## config.mk

```make
export PLATFORM = sky130hd
export DESIGN_NAME = flc_device_flat
export DESIGN_NICKNAME = d
export VERILOG_FILES = /design/src/verilog/flc_pkg.sv /design/src/verilog/flc_link_if.sv /design/src/verilog/flc_device.sv /design/src/verilog/flc_sync.sv /design/src/flat_wrapper.sv
export VERILOG_INCLUDE_DIRS = /design/src /design/src/verilog
export SDC_FILE = /design/constraint.sdc
export NUM_CORES = 1
export LEC_CHECK = 0
export BUFFER_PORTS_ARGS = -buffer_cell sky130_fd_sc_hd__buf_2
export CAP_MARGIN = 20
export CORE_MARGIN = 2
export CORE_UTILIZATION = 29
export DETAILED_ROUTE_END_ITERATION = 10
export PLACE_DENSITY = 0.54
export SLEW_MARGIN = 20
export SYNTH_ARGS = -nofsm -noshare
export SYNTH_HDL_FRONTEND = slang
export SYNTH_SLANG_ARGS = --single-unit
```

## constraint.sdc

```tcl
create_clock -name mclk -period 2.9 [get_ports mclk]
set_input_delay 0.435 -clock mclk [delete_from_list [all_inputs] [get_ports mclk]]
set_output_delay 0.435 -clock mclk [all_outputs]
set_load 0.005 [all_outputs]
```

## src/verilog/flc_map.svh

```systemverilog
// offsets, field positions, reset values and timing of the checker
`ifndef FLC_MAP_SVH
`define FLC_MAP_SVH
// command codes seen on the link
`define FLC_CMD_PAGE    8'h00
`define FLC_CMD_CLEAR   8'h03
`define FLC_CMD_STORE   8'h15
`define FLC_CMD_OCFLT   8'h46
`define FLC_CMD_OCWARN  8'h4a
`define FLC_CMD_OTFLT   8'h4f
`define FLC_CMD_OTWARN  8'h51
`define FLC_CMD_SBYTE   8'h78
`define FLC_CMD_SWORD   8'h79
`define FLC_CMD_SIOUT   8'h7b
`define FLC_CMD_STEMP   8'h7d
`define FLC_CMD_SCML    8'h7e
// reset values of the limit words
`define FLC_OCWARN_RST  16'hf836
`define FLC_OCFLT_RST   16'hf83c
`define FLC_OTFLT_RST   16'h0091
`define FLC_OTWARN_RST  16'h007d
// fixed exponent fields
`define FLC_OC_EXP      5'h1f
`define FLC_OT_EXP      5'h00
// status bit positions
`define FLC_SB_OFF      6
`define FLC_SB_TEMP     2
`define FLC_SB_CML      1
`define FLC_SB_OTHER    0
`define FLC_SW_IOUT     14
`define FLC_SI_OCW      5
`define FLC_ST_OTF      7
`define FLC_ST_OTW      6
`define FLC_SC_BADCMD   7
`define FLC_SC_IVD      6
// restart hysteresis in degrees
`define FLC_OT_HYST     9'h014
// link frame: read flag, command, data word
`define FLC_FRAME_BITS  5'h19
`define FLC_HDR_BITS    5'h09
// link clock timing
`define FLC_LINK_PERIOD_NS 160
`define FLC_MCLK_NS        8
`define FLC_LINK_HALF (`FLC_LINK_PERIOD_NS / `FLC_MCLK_NS / 2)
// host register offsets
`define FLC_A_CMD       8'h00
`define FLC_A_STAT      8'h04
`define FLC_A_RDATA     8'h08
`define FLC_A_IRQS      8'h0c
`define FLC_A_IRQM      8'h10
`define FLC_IRQ_DONE    0
`define FLC_IRQ_ALERT   1
`endif

```

## src/verilog/flc_pkg.sv

```systemverilog
// frame type shared by both ends of the limit checker link, state type of the host end
package flc_pkg;
    typedef enum logic [2:0] {
        FLC_H_IDLE = 3'b001,
        FLC_H_RUN  = 3'b010,
        FLC_H_END  = 3'b100
    } flc_hstate_t;
    typedef struct packed {
        logic        rd;
        logic [7:0]  cmd;
        logic [15:0] data;
    } flc_frame_t;
endpackage

```

## src/verilog/flc_link_if.sv

```systemverilog
// serial link between host end and device end
`timescale 1ns/1ps
interface flc_link_if;
    logic linkClk;   // made by the host
    logic frameN;    // low during a frame
    logic cmdLine;   // host to device bits
    logic rspLine;   // device to host bits
    logic alertN;    // alert, active low
    modport hostEnd (
        output linkClk,
        output frameN,
        output cmdLine,
        input  rspLine,
        input  alertN
    );
    modport devEnd (
        input  linkClk,
        input  frameN,
        input  cmdLine,
        output rspLine,
        output alertN
    );
endinterface // flc_link_if

```

## src/verilog/flc_device.sv

```systemverilog
// device end: paged limit registers, fault checks, alert
// What this block does
// - current over warning sets flags, alert
// - warning above fault limit rejected, flagged
// - device keeps warning at most fault limit
// - warning word: exponent -1, seven writable bits
// - warning mantissa resets to 54
// - host programs warning 2 A to 49 A
// - temperature over fault limit sets flags, alert
// - output off until 20 below, then restart
// - fault limit not above warning rejected
// - fault word: exponent 0, eight writable bits
// - fault limit resets to 145
// - host programs fault 120 to 165
// - one copy of limits per page
// - store command copies limits to memory
// - comms flag marks rejected data
// - temperature warning register, checked on writes
//
// Implementation choice: the AXI4-Lite interface to the registers.
`timescale 1ns/1ps
`include "flc_map.svh"
module flc_device
    import flc_pkg::*;
#(
    parameter int NCH = 2
)(
    input  wire logic              mclk,
    input  wire logic              arst_n,
    flc_link_if.devEnd             link,
    input  wire logic              measStrobe,
    input  wire logic [NCH*11-1:0] currentMeas,
    input  wire logic [NCH*8-1:0]  tempMeas,
    output wire logic [NCH-1:0]    outputOn,
    output wire logic [NCH-1:0]    softStart,
    output logic                   nvmWe,
    output logic      [7:0]        nvmAddr,
    output logic      [15:0]       nvmWdata
);
    localparam int PW = $clog2(NCH);

    logic [2:0]    pinS;
    logic          clkPrev;
    logic          framePrev;
    logic [4:0]    bitCnt;
    logic [24:0]   rxShift;
    logic [15:0]   rspShift;
    logic          loadReq;
    logic [PW-1:0] page;
    logic          ivdF;
    logic          badCmdF;
    logic          rspLine;
    logic          alertN;
    logic          storeRun;
    logic [PW+1:0] sIdx;
    logic [15:0]   rdWord;
    logic [7:0]    sByte;
    logic [15:0]   sWord;
    flc_frame_t    rx;
    // per page storage
    logic [6:0]    ocWarn [NCH];
    logic [6:0]    ocFlt  [NCH];
    logic [7:0]    otFlt  [NCH];
    logic [7:0]    otWarn [NCH];
    logic          ocwF   [NCH];
    logic          otfF   [NCH];
    logic          otwF   [NCH];
    logic          onReg  [NCH];
    logic          ssReg  [NCH];
    logic [NCH-1:0] anyF;

    // link pins in; frame enters inverted so reset reads idle
    flc_sync #(.W(3)) uSync (
        .mclk   (mclk),
        .arst_n (arst_n),
        .d      ({link.linkClk, ~link.frameN, link.cmdLine}),
        .q      (pinS)
    );

    // link edges and frame end
    wire logic sClk     = pinS[2];
    wire logic sFrameN  = ~pinS[1];
    wire logic sData    = pinS[0];
    wire logic rise     = sClk & ~clkPrev & ~sFrameN;
    wire logic fall     = ~sClk & clkPrev & ~sFrameN;
    wire logic frameEnd = sFrameN & ~framePrev;
    assign rx = flc_frame_t'(rxShift);
    wire logic [7:0] rdCmd = rxShift[7:0];
    wire logic wrDone = frameEnd & ~rx.rd
                      & (bitCnt == `FLC_FRAME_BITS);
    // selected page copies
    wire logic [6:0] ocWarnS = ocWarn[page];
    wire logic [6:0] ocFltS  = ocFlt[page];
    wire logic [7:0] otFltS  = otFlt[page];
    wire logic [7:0] otWarnS = otWarn[page];

    // write command decode
    wire logic isPage  = rx.cmd == `FLC_CMD_PAGE;
    wire logic isClr   = rx.cmd == `FLC_CMD_CLEAR;
    wire logic isStore = rx.cmd == `FLC_CMD_STORE;
    wire logic isOcW   = rx.cmd == `FLC_CMD_OCWARN;
    wire logic isOcF   = rx.cmd == `FLC_CMD_OCFLT;
    wire logic isOtF   = rx.cmd == `FLC_CMD_OTFLT;
    wire logic isOtW   = rx.cmd == `FLC_CMD_OTWARN;
    wire logic known   = isPage | isClr | isStore | isOcW
                       | isOcF | isOtF | isOtW;
    wire logic okOcW = rx.data[6:0] <= ocFltS;
    wire logic okOcF = rx.data[6:0] >= ocWarnS;
    wire logic okOtF = rx.data[7:0] > otWarnS;
    wire logic okOtW = rx.data[7:0] < otFltS;
    wire logic rejEv = wrDone & ((isOcW & ~okOcW) | (isOcF & ~okOcF)
                     | (isOtF & ~okOtF) | (isOtW & ~okOtW));
    wire logic badEv = wrDone & ~known;
    wire logic wOcW  = wrDone & isOcW & okOcW;
    wire logic wOcF  = wrDone & isOcF & okOcF;
    wire logic wOtF  = wrDone & isOtF & okOtF;
    wire logic wOtW  = wrDone & isOtW & okOtW;
    wire logic clrEv = wrDone & isClr;
    wire logic [PW-1:0] sCh = sIdx[PW+1:2];
    wire logic lastIdx = sIdx == (PW+2)'(NCH * 4 - 1);

    // link shift in, bit count
    always_ff @(posedge mclk or negedge arst_n)
    begin
        if (!arst_n)
        begin
            clkPrev   <= 1'b0;
            framePrev <= 1'b1;
            bitCnt    <= 5'h00;
            rxShift   <= '0;
            loadReq   <= 1'b0;
        end
        else
        begin
            clkPrev   <= sClk;
            framePrev <= sFrameN;
            loadReq   <= rise & (bitCnt == `FLC_HDR_BITS - 5'h01);
            if (sFrameN)
                bitCnt <= 5'h00;
            else if (rise && bitCnt != `FLC_FRAME_BITS)
                bitCnt <= bitCnt + 5'h01;
            if (rise)
                rxShift <= {rxShift[23:0], sData};
        end
    end

    // read word shifted out on falling edges
    always_ff @(posedge mclk or negedge arst_n)
    begin
        if (!arst_n)
        begin
            rspShift <= 16'h0000;
            rspLine  <= 1'b0;
        end
        else if (loadReq)
            rspShift <= rdWord;
        else if (fall && bitCnt >= `FLC_HDR_BITS)
        begin
            rspLine  <= rspShift[15];
            rspShift <= {rspShift[14:0], 1'b0};
        end
    end

    // page select and comms flags
    always_ff @(posedge mclk or negedge arst_n)
    begin
        if (!arst_n)
        begin
            page    <= '0;
            ivdF    <= 1'b0;
            badCmdF <= 1'b0;
        end
        else
        begin
            if (wrDone && isPage)
                page <= rx.data[PW-1:0];
            ivdF    <= (ivdF & ~clrEv) | rejEv;
            badCmdF <= (badCmdF & ~clrEv) | badEv;
        end
    end

    // status bytes of the selected page
    always_comb
    begin
        sByte = 8'h00;
        sByte[`FLC_SB_OFF]   = ~onReg[page];
        sByte[`FLC_SB_TEMP]  = otfF[page] | otwF[page];
        sByte[`FLC_SB_CML]   = ivdF | badCmdF;
        sByte[`FLC_SB_OTHER] = ocwF[page];
        sWord = {8'h00, sByte};
        sWord[`FLC_SW_IOUT]  = ocwF[page];
    end

    always_comb
    begin
        rdWord = 16'h0000;
        case (rdCmd)
            `FLC_CMD_PAGE:   rdWord = 16'(page);
            `FLC_CMD_OCWARN: rdWord = {`FLC_OC_EXP, 4'h0, ocWarnS};
            `FLC_CMD_OCFLT:  rdWord = {`FLC_OC_EXP, 4'h0, ocFltS};
            `FLC_CMD_OTFLT:  rdWord = {`FLC_OT_EXP, 3'h0, otFltS};
            `FLC_CMD_OTWARN: rdWord = {`FLC_OT_EXP, 3'h0, otWarnS};
            `FLC_CMD_SBYTE:  rdWord = {8'h00, sByte};
            `FLC_CMD_SWORD:  rdWord = sWord;
            `FLC_CMD_SIOUT:  rdWord = 16'(ocwF[page]) << `FLC_SI_OCW;
            `FLC_CMD_STEMP:  rdWord = (16'(otfF[page]) << `FLC_ST_OTF)
                                    | (16'(otwF[page]) << `FLC_ST_OTW);
            `FLC_CMD_SCML:   rdWord = (16'(badCmdF) << `FLC_SC_BADCMD)
                                    | (16'(ivdF) << `FLC_SC_IVD);
            default:         rdWord = 16'h0000;
        endcase
    end

    // store walk, one word a cycle
    always_ff @(posedge mclk or negedge arst_n)
    begin
        if (!arst_n)
        begin
            storeRun <= 1'b0;
            sIdx     <= '0;
            nvmWe    <= 1'b0;
            nvmAddr  <= 8'h00;
            nvmWdata <= 16'h0000;
        end
        else
        begin
            nvmWe <= storeRun;
            if (storeRun)
            begin
                nvmAddr <= 8'(sIdx);
                case (sIdx[1:0])
                    2'h0:    nvmWdata <= {`FLC_OC_EXP, 4'h0, ocWarn[sCh]};
                    2'h1:    nvmWdata <= {`FLC_OC_EXP, 4'h0, ocFlt[sCh]};
                    2'h2:    nvmWdata <= {`FLC_OT_EXP, 3'h0, otFlt[sCh]};
                    default: nvmWdata <= {`FLC_OT_EXP, 3'h0, otWarn[sCh]};
                endcase
                sIdx <= sIdx + 1'b1;
                if (lastIdx)
                    storeRun <= 1'b0;
            end
            else if (wrDone && isStore)
            begin
                storeRun <= 1'b1;
                sIdx     <= '0;
            end
        end
    end

    for (genvar g = 0; g < NCH; g++)
    begin : gCh
        wire logic [10:0] cur = currentMeas[g*11 +: 11];
        wire logic [7:0]  tmp = tempMeas[g*8 +: 8];
        wire logic sel = page == PW'(g);
        wire logic setOcw = measStrobe & (cur > {4'h0, ocWarn[g]});
        wire logic setOtf = measStrobe & (tmp > otFlt[g]);
        wire logic setOtw = measStrobe & (tmp > otWarn[g]);
        wire logic cool   = measStrobe
                          & ({1'b0, tmp} + `FLC_OT_HYST <= {1'b0, otFlt[g]});

        always_ff @(posedge mclk or negedge arst_n)
        begin
            if (!arst_n)
            begin
                ocWarn[g] <= 7'(`FLC_OCWARN_RST);
                ocFlt[g]  <= 7'(`FLC_OCFLT_RST);
                otFlt[g]  <= 8'(`FLC_OTFLT_RST);
                otWarn[g] <= 8'(`FLC_OTWARN_RST);
            end
            else if (sel)
            begin
                if (wOcW) ocWarn[g] <= rx.data[6:0];
                if (wOcF) ocFlt[g]  <= rx.data[6:0];
                if (wOtF) otFlt[g]  <= rx.data[7:0];
                if (wOtW) otWarn[g] <= rx.data[7:0];
            end
        end

        always_ff @(posedge mclk or negedge arst_n)
        begin
            if (!arst_n)
            begin
                ocwF[g] <= 1'b0;
                otfF[g] <= 1'b0;
                otwF[g] <= 1'b0;
            end
            else
            begin
                ocwF[g] <= (ocwF[g] & ~clrEv) | setOcw;
                otfF[g] <= (otfF[g] & ~clrEv) | setOtf;
                otwF[g] <= (otwF[g] & ~clrEv) | setOtw;
            end
        end

        always_ff @(posedge mclk or negedge arst_n)
        begin
            if (!arst_n)
            begin
                onReg[g] <= 1'b1;
                ssReg[g] <= 1'b0;
            end
            else
            begin
                ssReg[g] <= ~onReg[g] & ~setOtf & cool;
                if (setOtf)
                    onReg[g] <= 1'b0;
                else if (cool)
                    onReg[g] <= 1'b1;
            end
        end

        assign outputOn[g]  = onReg[g];
        assign softStart[g] = ssReg[g];
        assign anyF[g]      = ocwF[g] | otfF[g] | otwF[g];
    end

    // alert low while any flag stands
    always_ff @(posedge mclk or negedge arst_n)
    begin
        if (!arst_n)
            alertN <= 1'b1;
        else
            alertN <= ~(|anyF | ivdF | badCmdF);
    end

    assign link.rspLine = rspLine;
    assign link.alertN  = alertN;
endmodule // flc_device

```

## src/verilog/flc_sync.sv

```systemverilog
// two flip-flop synchroniser for pin inputs
`timescale 1ns/1ps
module flc_sync #(
    parameter int W = 1
)(
    input  wire logic         mclk,
    input  wire logic         arst_n,
    input  wire logic [W-1:0] d,
    output logic      [W-1:0] q
);
    logic [W-1:0] meta;

    // first stage read by second only
    always_ff @(posedge mclk or negedge arst_n)
    begin
        if (!arst_n)
        begin
            meta <= '0;
            q    <= '0;
        end
        else
        begin
            meta <= d;
            q    <= meta;
        end
    end
endmodule // flc_sync

```

## src/flat_wrapper.sv

```systemverilog
// flat-port wrapper written by rule: the top's interface ports become plain ports
module flc_device_flat import flc_pkg::*;
#(
    parameter int NCH = 2
)
  (mclk, arst_n, measStrobe, currentMeas, tempMeas, outputOn, softStart, nvmWe, nvmAddr, nvmWdata, link_linkClk, link_frameN, link_cmdLine, link_rspLine, link_alertN);
  flc_link_if link_i ();
  input  wire logic mclk;
  input  wire logic arst_n;
  input  wire logic measStrobe;
  input  wire logic [NCH*11-1:0] currentMeas;
  input  wire logic [NCH*8-1:0] tempMeas;
  output wire logic [NCH-1:0] outputOn;
  output wire logic [NCH-1:0] softStart;
  output logic nvmWe;
  output logic      [7:0] nvmAddr;
  output logic      [15:0] nvmWdata;
  input wire logic [$bits(link_i.linkClk)-1:0] link_linkClk;
  input wire logic [$bits(link_i.frameN)-1:0] link_frameN;
  input wire logic [$bits(link_i.cmdLine)-1:0] link_cmdLine;
  output wire logic [$bits(link_i.rspLine)-1:0] link_rspLine;
  output wire logic [$bits(link_i.alertN)-1:0] link_alertN;
  assign link_i.linkClk = link_linkClk;
  assign link_i.frameN = link_frameN;
  assign link_i.cmdLine = link_cmdLine;
  assign link_rspLine = link_i.rspLine;
  assign link_alertN = link_i.alertN;
  flc_device #(.NCH(NCH)) u_core (.mclk(mclk), .arst_n(arst_n), .link(link_i), .measStrobe(measStrobe), .currentMeas(currentMeas), .tempMeas(tempMeas), .outputOn(outputOn), .softStart(softStart), .nvmWe(nvmWe), .nvmAddr(nvmAddr), .nvmWdata(nvmWdata));
endmodule
```

* Word level (Yosys, flattened, before mapping)
Cells that the tools add are included.
** Word-level totals
- Register bits after elaboration :: 154
- Output and inout bits :: 31
- Logic and storage cells :: 241
** Operators by class
- $add $sub $neg :: 4
- Order comparisons :: 15
- Eq/ne operators :: 22
- Mux-type cells :: 51
- Bitwise gates (word level) :: 92
- Reductions and logical operators :: 21
** Operators by type and width (count)
- 16-bit one-hot mux with 10 select lines :: 1
- 8-bit by 7-bit == test with 1-bit output, second input constant :: 13
- 8-bit 2-to-1 mux :: 12
- 7-bit 2-to-1 mux :: 12
- 16-bit one-hot mux with 3 select lines :: 1
- 1-bit bitwise AND :: 43
- 8-bit greater-than comparator :: 5
- 16-bit 2-to-1 mux :: 2
- 1-bit bitwise OR :: 25
- 11-bit by 7-bit greater-than comparator with 1-bit output :: 2
- 1-bit NOT :: 20
- 1-bit 2-to-1 mux :: 19
- 8-bit by 5-bit adder with 9-bit output, second input constant :: 2
- 9-bit by 8-bit less-or-equal comparator with 1-bit output :: 2
- 2-bit AND reduction :: 9
- 8-bit logical NOT :: 2
- 8-bit by 7-bit bitwise OR with 8-bit output :: 2
- 5-bit 2-to-1 mux :: 2
- 8-bit by 2-bit == test with 1-bit output, second input constant :: 1
- 8-bit by 5-bit == test with 1-bit output, second input constant :: 1
- 8-bit < comparator :: 1
- 2-bit nonzero test :: 4
- 7-bit >= comparator :: 1
- 7-bit less-or-equal comparator :: 1
- 16 further kinds :: 22

* Longest topological paths before layout
Gate-level depths: netlist (run 1).
- Word-level depth :: 12
- Depth in mapped cells :: 14
- Depth with buffers taken out :: 10

* By module
From an unflattened synthesis (run 1), not the netlist that was laid out.
** Second synthesis, totals
- Cells, all modules :: 960
- Area total of the unflattened synthesis :: 9447.8 sq um
** By module, submodules not included
- flc_device :: instances 1, cells an instance 954, area each 9297.7 sq um, seq. area each 3575.9 sq um
- flc_sync :: instances 1, cells an instance 6, area each 150.1 sq um, seq. area each 150.1 sq um

* Worst setup path after synthesis (run 1)
Ideal clock, no wire load.
- Path kind :: register to register
- Start :: register u_core.page, in the netlist u_core.gCh[1].sel
- End :: register u_core.otFlt[2] in the netlist's numbering
- Arrival :: 2.750 ns
- Path slack :: 0.025 ns
- Stages on the path, launching flop included :: 14
- Path buffers :: 4
- Period minus slack after synthesis :: 2.875 ns
- Cells stage by stage :: dfrtp_1 buf_2 buf_2 buf_1 o21a_1 inv_1 ha_1 nor2b_1 o211ai_1 a21oi_1 nor2_1 or4_1 buf_4 mux2_4
** Between the ends
- Cells in the longest elaborated chain, start to end :: 7
** Ends and longest elaborated chain
- start, declared :: line flc_device.sv:49 : logic [PW-1:0] page;
- start signal, assigned :: line flc_device.sv:176 : page <= rx.data[PW-1:0];
- 1-bit NOT with 2-bit output (not written as such) :: line flc_device.sv:95 : wire logic [7:0] otWarnS = otWarn[page];
- 8-bit 2-to-1 mux (not written as such) (3 in series) :: line flc_device.sv:95
- 8-bit greater-than comparator :: line flc_device.sv:109 : wire logic okOtF = rx.data[7:0] > otWarnS;
- 1-bit bitwise AND :: line flc_device.sv:116 : wire logic wOtF = wrDone & isOtF & okOtF;
- 2-bit AND reduction (no source line) (*)
- end signal, assigned by index :: line flc_device.sv:266 : otFlt[g] <= 8'(`FLC_OTFLT_RST);
- end signal, assigned by index :: line flc_device.sv:273 : if (wOtF) otFlt[g] <= rx.data[7:0];
- end, declared :: line flc_device.sv:63 : logic [7:0] otFlt [NCH];
Every way passes the cells marked *; elsewhere a longest branch is shown, timed or not. The select of a mux whose other input is x is not followed.
A chain may end at the register's enable or synchronous reset.

* Final worst setup path (run 1)
- Start :: register u_core.page, in the netlist u_core.gCh[1].sel
- End :: register u_core.otFlt[5] in the netlist's numbering
Same word-level chain as after synthesis.

==> results of run 1 <==
kinds of logic after synthesis:
logic type                 count (synthesis)  share of synthesized area [%]
AOI/OAI and AO/OA                        187                           13.5
xor gates and xnor gates                  13                           1.21
adders and majority gates                 97                           12.9
buffers and inverters                    119                           5.41
DFF                                      147                           39.5
muxes                                    128                           16.2
other                                      1                         0.0398
and+or+nand+nor                          194                           11.3
worst min-delay path by stage:
stage                              endpoint  depth (start not counted)
after global placement    u_core.uSync.q[1]                          0
after global routing         u_core.sIdx[0]                          1
final                        u_core.sIdx[0]                          1
after floorplan              u_core.badCmdF                          0
after detailed placement  u_core.uSync.q[2]                          0
after CTS                    u_core.sIdx[0]                          1
cell type report:
class	count	area [um2]	area share, %
timing repair buffer	116	716	6.47
clock buffer	17	425	3.84
inverter	67	251	2.27
sequential	147	3730	33.7
multi-input combinational	627	5230	47.2
clock inverter	15	164	1.48
tap	442	553	5.00
where the power goes:
part / internal [uW] / switching, uW / leakage (uW)
logic: 511 / 776 / 0.00276
registers: 2110 / 99.2 / 0.00186
clock network: 1160 / 1060 / 0.000283
sequential cells by signal, summed over array words and instances, names as in the netlist, 2 cells and up:
name and cells:
u_core.otfF 2, u_core.outputOn 2, u_core.rspShift 16, u_core.otFlt 16, u_core.rx 25, u_core.softStart 2, u_core.bitCnt 5, u_core.otwF 2
u_core.uSync.meta 3, u_core.nvmWdata 9, u_core.otWarn 16, u_core.nvmAddr 3, u_core.uSync.q 3, u_core.ocFlt 14, u_core.ocwF 2, u_core.sIdx 3
u_core.ocWarn 14
layout by cell type, fill, tap and decap left out, types with 6 or more instances in the layout:
| cell | synthesis | layout |
|---|---|---|
| a21o_1 | 10 | 10 |
| nand2_1 | 37 | 37 |
| and3_1 | 6 | 6 |
| xnor2_1 | 7 | 7 |
| a21oi_1 | 47 | 47 |
| nand2b_1 | 11 | 11 |
| mux4_2 | 7 | 7 |
| a222oi_1 | 14 | 14 |
| buf_4 | 15 | 49 |
| mux2i_1 | 38 | 37 |
| o21a_1 | 7 | 7 |
| nand4_1 | 15 | 15 |
| a22o_1 | 9 | 9 |
| clkbuf_16 | 0 | 17 |
| dfrtp_1 | 109 | 108 |
| o21ai_0 | 40 | 40 |
| buf_2 | 6 | 65 |
| nor2_1 | 41 | 41 |
| a22oi_1 | 7 | 7 |
| a21boi_0 | 6 | 6 |
| ha_1 | 97 | 97 |
| conb_1 | 1 | 8 |
| o22ai_1 | 7 | 7 |
| mux2_2 | 69 | 69 |
| nor2b_1 | 22 | 22 |
| xor2_1 | 6 | 6 |
| mux2_4 | 14 | 14 |
| inv_1 | 66 | 66 |
| nand3_1 | 21 | 21 |
| dfstp_2 | 38 | 38 |
| o22a_1 | 7 | 7 |
per-stage QoR:
step                      util (%)  area (um2)  worst slack (ns)  hold slack, ns  power [uW]
after global placement        32.3       10400             0.112           0.335        3520
after floorplan                  -        9460            0.0248           0.139        3010
final                         34.3       11100            0.0225          0.0182        5720
after detailed placement      32.3       10400            0.0339           0.338        3530
after CTS                     34.1       11000            0.0174          0.0341        5760
after global routing          34.3       11100            0.0240          0.0582        6020
worst max-delay path, cell delays in order (launching register included):
cell      delay [ns]
dfrtp_4         0.56
buf_4           0.17
mux2i_1         0.37
ha_1            0.22
o211ai_1        0.09
a21oi_1         0.21
nor2_1          0.08
or4_1           0.53
buf_4           0.22
mux2_4          0.31
timing repair:
action | CTS | global route
resized for setup | 0 | 3
endpoints found under the setup margin | 0 | 44
buffers inserted | 0 | 6
per-layer routing:
layer,up-vias,global-route usage [%],part of all wire (%)
li1,3414,-,-
met1,3535,23.4,47
met2,267,24.4,43
met3,56,2.69,6.5
met4,0,7.49,4.0
met5,-,0,0
==> results.md, run 1 <==
- Status: finished clean
- Total Routing Usage GR: 16.5%
- Initial antenna violation count: 0
- Most numerous cell in the Yosys netlist: dfrtp_1
- Sequential share of the synthesized area: 39.5%
- Fin Clk Skew: 0.0159 ns
- Top cell type's share of synthesized area: about 29%
- DR iter-0 viols: 558
- Final std cells w/o fill: about 1.4k
- R2R Path Start: u_core.gCh[1].sel
- Nets: 1117
- Synth area leaders: dfrtp_1 (29%), ha_1 (13%), dfstp_2 (11%)
- Post-synth EDFFs: 0
- Avg Inst Size Synth: 10.6 um2
- TritonCTS clock tree: yes
- CTS Hold Bufs: 0
- HPWL Detailed: 20800 um
- First-pass GRT wire length: 42500 um
- GRT Residual Overflow: 0
- TritonRoute pass-1 iters: 8
- Die width: between 150 and 200 um
- Core Rows: 66
- Diode count: 0
- Vias in the first global route: 7197
- Core area: 32300 um2
- Overall die area: 34000 um2
- FF-to-FF path depth: 9
- Final setup vio count: 0
- Fin Setup TNS: 0 ns
- Sink Count: 147
- Leakage: 0.00490 uW
- Die Ht: 184 um
- Worst Setup Start Kind: flop
- Num CTS Buffers: 17
- Period utilisation layout: 99.2%
- DRC: 0
- Worst Hold Class: in2async
- P per Cell Area: 517 nW/um2
- Required time worst endpoint: 3.21 ns
- Vias: between 7k and 8k
- Setup crit end: u_core.otFlt[5]
- Reg clk slew, reported paths: 0.07 ns
- Clock Tree Buf Depth: 2
- IO buf count: 66
- Worst r2r dst: u_core.otFlt[5]
- Total I/O pin count: 75
- Tmin final: 2.88 ns
- Worst-margin pin slew: 0.687 ns
- Area grow syn2layout: 17.3%
- Max FO, Critical Path: 10
- WL per Instance: 18.8 um
- Max-slew violations: 0
- Yosys top cell by area: dfrtp_1
- DRT antenna net count: 0
- Worst vdd ir: 346 uV
- Async S/R FF share, synth: 100%
- Critical path type: reg2reg
- Worst-Skew Late Latency: approximately 0.44 ns
- Layout cell share with drive strength beyond 1: 29.3%
- Root buf cell: clkbuf_16
- Crit path from: u_core.gCh[1].sel
- Synth Cell Area: 9430 um2
- WP data arrival: 3.19 ns
- H-tree depth: 4
- Largest net degree at the start of global routing: slightly above 70
- DP Cell Count: 1393
- Top cells by count, synth: dfrtp_1 (109), ha_1 (97), mux2_2 (69), inv_1 (66), a21oi_1 (47)
- GP Congestion: 0.945
- Hold Vio Cnt, Final: 0
- Starting Density: between 20 and 30%
- Crit path capture type: flop
- Peak Freq: between 300 and 400 MHz
- Fillers: roughly 3.2k
- Final WL: 27000 um
- Max_slew headroom: 54.2%
- RSZ-0062 raised after global routing: no
- Max-Cap Viols: 0
- Top FF cell, synth: dfrtp_1
- Cells after synthesis: 886
- Synthesized flop and latch total: 147
- Reg2Reg Setup Slack: roughly 0.022 ns
- Ys Warns: 0
- Routed vias/inst: 5.08
- Synth unique cells: 71
(Power assumes the default switching activity.)
==> inputs of run 2 (changes only) <==
==> constraint.sdc (replaced) <==
create_clock -name mclk -period 2.9 [get_ports mclk]
set_input_delay 0.145 -clock mclk [delete_from_list [all_inputs] [get_ports mclk]]
set_output_delay 0.145 -clock mclk [all_outputs]
set_load 0.005 [all_outputs]
==> run 2 against run 1 <==
Clock-buffer cell count rose by 4. Clock skew decreased by 0.0040 ns. Cell area grew 0.16%. Final cell count down 0.14%. Maximum frequency is 4.8% higher. Register-to-register slack improved by 0.13 ns. Utilization grew 0.054 points. Critical path type unchanged. Critical endpoint is now u_core.otFlt[13]. Largest cell class unchanged. Largest power group unchanged.
==> results.md, run 2 (synthesis gave the netlist of run 1 again) <==
- Core area: 32300 um2
- Final setup vio count: 0
- Area grow syn2layout: 17.5%
- Final Power: 5790 uW
- Routed vias/inst: 5.04
- R2R Path Start: u_core.gCh[1].sel
- Hold Path Origin: currentMeas[7]
- Starting Density: 29.2%
- Peak Freq: ~360 MHz
- Crit-path max cell delay: 0.59 ns
- Clock Tree Buf Depth: 2
- TritonCTS clock tree: yes
- IO buf count: 66
- Status: finished clean
- GRT Residual Overflow: 0
- Max_slew headroom: 50.7%
- H-tree depth: 4
- Fin Setup TNS: 0 ns
- Final WL: 27000 um
- Diode count: 0
- Final std cells w/o fill: 1429
- Period utilisation layout: 94.7%
- Hold Crit Depth: 3
- Vias in the first global route: 7208
- Max FO, Critical Path: 17
- Place WS: 0.0458 ns
- TritonRoute pass-1 iters: 5
- Slowest CP cell: dfrtp_4
- Die Ht: 184 um
- Tmin final: 2.75 ns
- Worst Hold Class: in2reg
- CP top delay family: multiplexers
- DR iter-0 viols: between 500 and 600
- Sink Count: 147
- Hold Vio Cnt, Final: 0
- Root buf cell: clkbuf_16
- Leakage: 0.00489 uW
- Num CTS Buffers: 17
- Nets: 1115
- WL per Instance: 18.9 um
- DRC: 0
- Die width: 184 um
- P per Cell Area: 523 nW/um2
- Required time worst endpoint: 3.21 ns
- Worst-margin pin slew: between 0.7 and 0.8 ns
- Largest net degree at the start of global routing: 57
- Max-slew violations: 0
- Core Rows: 66
- Reg clk slew, reported paths: 0.06 ns
- Crit path capture type: flop
- Total I/O pin count: 75
- Critical path type: reg2reg
- HPWL Detailed: 20700 um
- Worst Setup Start Kind: flop
- FF-to-FF path depth: 8
- Layout cell share with drive strength beyond 1: between 20 and 30%
- Initial antenna violation count: 0
- Vias: ~7.2k
- Worst path bufs/invs: 1
- DRT antenna net count: 0
- Commonest non-fill, non-tap cell in the layout: dfrtp_1
- Endpoint, Worst Hold: u_core.ocwF[1]
- Worst r2r dst: u_core.otFlt[13]
- Max-Cap Viols: 0
- Fin Clk Skew: 0.0119 ns
- Final worst slack: 0.153 ns
- RSZ-0062 raised after global routing: no
- WP data arrival: 3.06 ns
- Commonest cells after routing, fill and taps aside: dfrtp_1 (108), ha_1 (97), mux2_2 (69), inv_1 (66), buf_2 (65)
- Reg2Reg Setup Slack: 0.15 ns
- Crit path cell chain: mux2i_1 -> ha_1 -> o211ai_1 -> a21oi_1 -> nor2_1 -> or4b_1 -> buf_4 -> mux2_4
- Worst vdd ir: between 400 and 500 uV
- Total Routing Usage GR: 16.7%
- Overall die area: between 30000 and 40000 um2
- First-pass GRT wire length: roughly 43000 um
- Largest register FFs: 25
- GP Congestion: around 0.94
- DP Cell Count: 1389
- Worst-Skew Late Latency: between 0.4 and 0.5 ns
- Hold WS: 0.0403 ns
[run 2: cell types whose count changed in the layout (fill, tap and decap cells not counted), moves of 2 or more]
cell | previous run | this run
buf_4 | 49 | 42
inv_8 | 5 | 0
dlygate4sd3_1 | 0 | 4
bufinv_16 | 0 | 3
clkbuf_1 | 0 | 3
clkinv_8 | 3 | 0
inv_6 | 5 | 3
[run 2: layer usage]
metal / track usage, % / wire length [um] / up-vias
met4: 5.66 / 576 / 0
li1: - / - / 3409
met3: 3.34 / 1640 / 31
met1: 23.9 / 12900 / 3545
met2: 25.0 / 11800 / 223
met5: 0 / 0 / -
[run 2: final cells by class]
cell class / count / area [um2]
Tap cell: 442 / 553
Multi-Input combinational cell: 627 / 5220
Sequential cell: 147 / 3730
Clock buffer: 21 / 450
Fill cell: 3253 / 21200
Clock inverter: 11 / 153
Inverter: 67 / 251
Timing Repair Buffer: 114 / 723
[run 2: worst reg2reg max path: cells and delay by family (launching register included)]
kind            cells  cell delay, ns
flops               1            0.59
compound gates      2            0.30
mux                 2            0.73
simple gates        2            0.58
fa+ha+maj           1            0.23
buf+inv             1            0.20
[run 2: worst max path at each step]
stage	start	endpoint	slack [ns]	cells past startpoint
after floorplan	u_core.gCh[1].sel	u_core.otFlt[2]	0.02	13
after global placement	u_core.gCh[1].sel	u_core.ocFlt[7]	0.11	8
after detailed placement	u_core.gCh[1].sel	u_core.ocFlt[8]	0.05	8
after CTS	u_core.gCh[1].sel	u_core.ocFlt[8]	0.03	8
after global routing	u_core.gCh[1].sel	u_core.ocWarn[7]	0.03	10
final	u_core.gCh[1].sel	u_core.otFlt[13]	0.15	8
[run 2: through the flow]
step                utilization (%)  cell area (um2)
finish                         34.3            11100
global route                   34.3            11100
floorplan                         -             9460
detailed placement             32.2            10400
global placement               32.2            10400
CTS                            34.2            11000
[run 2: power by group]
part	internal [uW]	total, uW	leakage [uW]	switching [uW]
registers	2110	2190	0.00186	76.4
clock network	1380	2280	0.000285	900
logic	519	1320	0.00275	800
total	4020	5790	0.00489	1780
[run 2: repair_timing]
| item | in CTS | in global routing |
|---|---|---|
| setup endpoints to repair | 0 | 47 |
| hold buffers | 4 | 0 |
| endpoints found under the hold margin | 46 | 0 |
| gates resized for setup | 0 | 2 |
| setup buffers | 0 | 4 |
==> inputs of run 3 (changes only) <==
Settings changed: PLACE_DENSITY 0.54 to unset.
==> run 3 against run 2 <==
Clock-buffer cell count decreased by 1. Wire length increased by 0.20%. Maximum frequency increased by 0.82%. First-iteration DRC count decreased by 19%. Via count increased by 0.26%. Sequential share of layout area decreased by 0.053 points. Die area unchanged. Critical path type unchanged. Largest cell class unchanged.
==> results.md, run 3 (synthesis gave the netlist of run 1 again) <==
- Status: finished clean
- Root buf cell: clkbuf_16
- Peak Freq: 367 MHz
- P per Cell Area: about 520 nW/um2
- Final WL: 27000 um
- WP data arrival: 3.04 ns
- DRT antenna net count: 0
- DP Cell Count: 1393
- Core area: 32300 um2
- GP Congestion: 0.954
- Crit path from: u_core.gCh[1].sel
- Worst-Skew Late Latency: 0.44 ns
- Max_slew headroom: 51.3%
- R2R Path Start: u_core.gCh[1].sel
- Final Power: 5720 uW
- IO buf count: 66
- Worst vdd ir: 378 uV
- Final worst slack: roughly 0.18 ns
- Overall die area: about 34000 um2
- RSZ-0062 raised after global routing: no
- Fin Setup TNS: 0 ns
- Reg clk slew, reported paths: 0.06 ns
- Commonest non-fill, non-tap cell in the layout: dfrtp_1
- Clock Tree Buf Depth: 2
- TritonRoute pass-1 iters: 5
- HPWL Detailed: between 20000 and 25000 um
- Worst-margin pin slew: 0.731 ns
- Setup crit end: u_core.ocFlt[13]
- Reg2Reg Setup Slack: approximately 0.18 ns
- Diode count: 0
- DRC: 0
- Layout cell share with drive strength beyond 1: 29.0%
- Max FO, Critical Path: 20
- Nets: 1120
- Area after DPL: between 10000 and 15000 um2
- TritonCTS clock tree: yes
- Design Area, Final: 11100 um2
- Leakage: 0.00490 uW
- DR iter-0 viols: approximately 470
- Crit-path max cell delay: 0.49 ns
- Final std cells w/o fill: 1434
- Fin Clk Skew: between 0.01 and 0.015 ns
- Commonest cells after routing, fill and taps aside: dfrtp_1 (108), ha_1 (97), mux2_2 (69), inv_1 (66), buf_2 (65)
- H-tree depth: 4
- Area grow syn2layout: 17.6%
- Worst Hold Class: in2reg
- Vias in the first global route: roughly 7.1k
- Hold Vio Cnt, Final: 0
- Sink Count: 147
- WL per Instance: around 19 um
- Max-slew violations: 0
- Required time worst endpoint: 3.22 ns
- Initial antenna violation count: 0
- Critical path type: reg2reg
- Total I/O pin count: between 70 and 80
- Worst Setup Start Kind: flop
- Max-Cap Viols: 0
- Final setup vio count: 0
- Total Routing Usage GR: 16.5%
- Crit path cell chain: buf_12 -> mux2_2 -> ha_1 -> nor2b_1 -> o21ai_0 -> nand3_1 -> a31oi_1 -> and2_1 -> mux2_2
- Fillers: 3278
- Largest net degree at the start of global routing: 78
- Routed vias/inst: between 5 and 6
- Die width: roughly 180 um
- Slowest CP cell: dfrtp_2
- Largest register FFs: 25
- Die Ht: 184 um
- CP dominant cell by count: mux2_2
- Vias: 7227
- Tmin final: roughly 2.7 ns
- First-pass GRT wire length: 42300 um
- Place WS: 0.00674 ns
- GRT Residual Overflow: 0
- FF-to-FF path depth: 9
- Worst r2r dst: u_core.ocFlt[13]
- Core Rows: 66
- Period utilisation layout: 93.9%
- Starting Density: around 29%
- Crit path capture type: flop
- Num CTS Buffers: 17
-- run 3: cell count changes in the layout (fill, tap and decap cells not counted), sizes merged --
cell and delta:
buf +5, bufinv -2, clkbuf -1, clkinv +1, clkinvlp +1, inv +1
-- run 3: repair_timing --
action                                  4_1_cts  5_1_grt
endpoints found under the setup margin        3       15
gates resized for setup                       1        1
buffers inserted                              0        5
hold buffers                                  4        0
hold endpoints to repair                     64        0
-- run 3: per-stage QoR --
step | util (%) | hold slack, ns
after floorplan | - | -0.151
after global placement | 32.3 | 0.237
after detailed placement | 32.3 | 0.237
after CTS | 34.2 | 0.0307
after global routing | 34.4 | 0.0563
final | 34.4 | 0.0432
-- run 3: layout make-up --
type                    instances  area, um2  share of cell area, %
clock buffers                  20        457                   4.12
repair buffers                119        757                   6.82
well taps                     442        553                   4.99
multi-input cells             627       5230                   47.1
flip-flops and latches        147       3730                   33.6
inverters                      67        251                   2.27
clock inverters                12        121                   1.09
-- run 3: worst min path at each step --
stage	start	endpoint	slack, ns	cells after the start
detailed placement	arst_n	u_core.rspShift[8]	0.24	1
finish	currentMeas[7]	u_core.ocwF[1]	0.04	3
floorplan	arst_n	u_core.badCmdF	-0.15	0
CTS	currentMeas[7]	u_core.ocwF[1]	0.03	3
global route	currentMeas[7]	u_core.ocwF[1]	0.06	3
global placement	arst_n	u_core.rspShift[7]	0.24	1
-- run 3: per-layer routing --
metal / routed length, um / vias up / track usage [%]
li1: - / 3422 / -
met4: 531 / 0 / 5.06
met5: 0 / - / 0
met2: 12100 / 217 / 25.5
met3: 1770 / 31 / 3.79
met1: 12700 / 3557 / 22.8
-- run 3: power breakdown --
group          switching, uW  leakage (uW)  internal [uW]
registers                111       0.00186           2110
clock network            943      0.000270           1240
logic                    770       0.00277            539
total                   1820       0.00490           3890
-- run 3: critical path: cells and delay by family, from the launching register on --
family / cells / cell delay (ns)
muxes: 2 / 0.73
and+or+nand+nor: 3 / 0.52
DFF: 1 / 0.49
AOI/OAI and AO/OA: 2 / 0.36
adders and majority gates: 1 / 0.27
buffers and inverters: 1 / 0.22
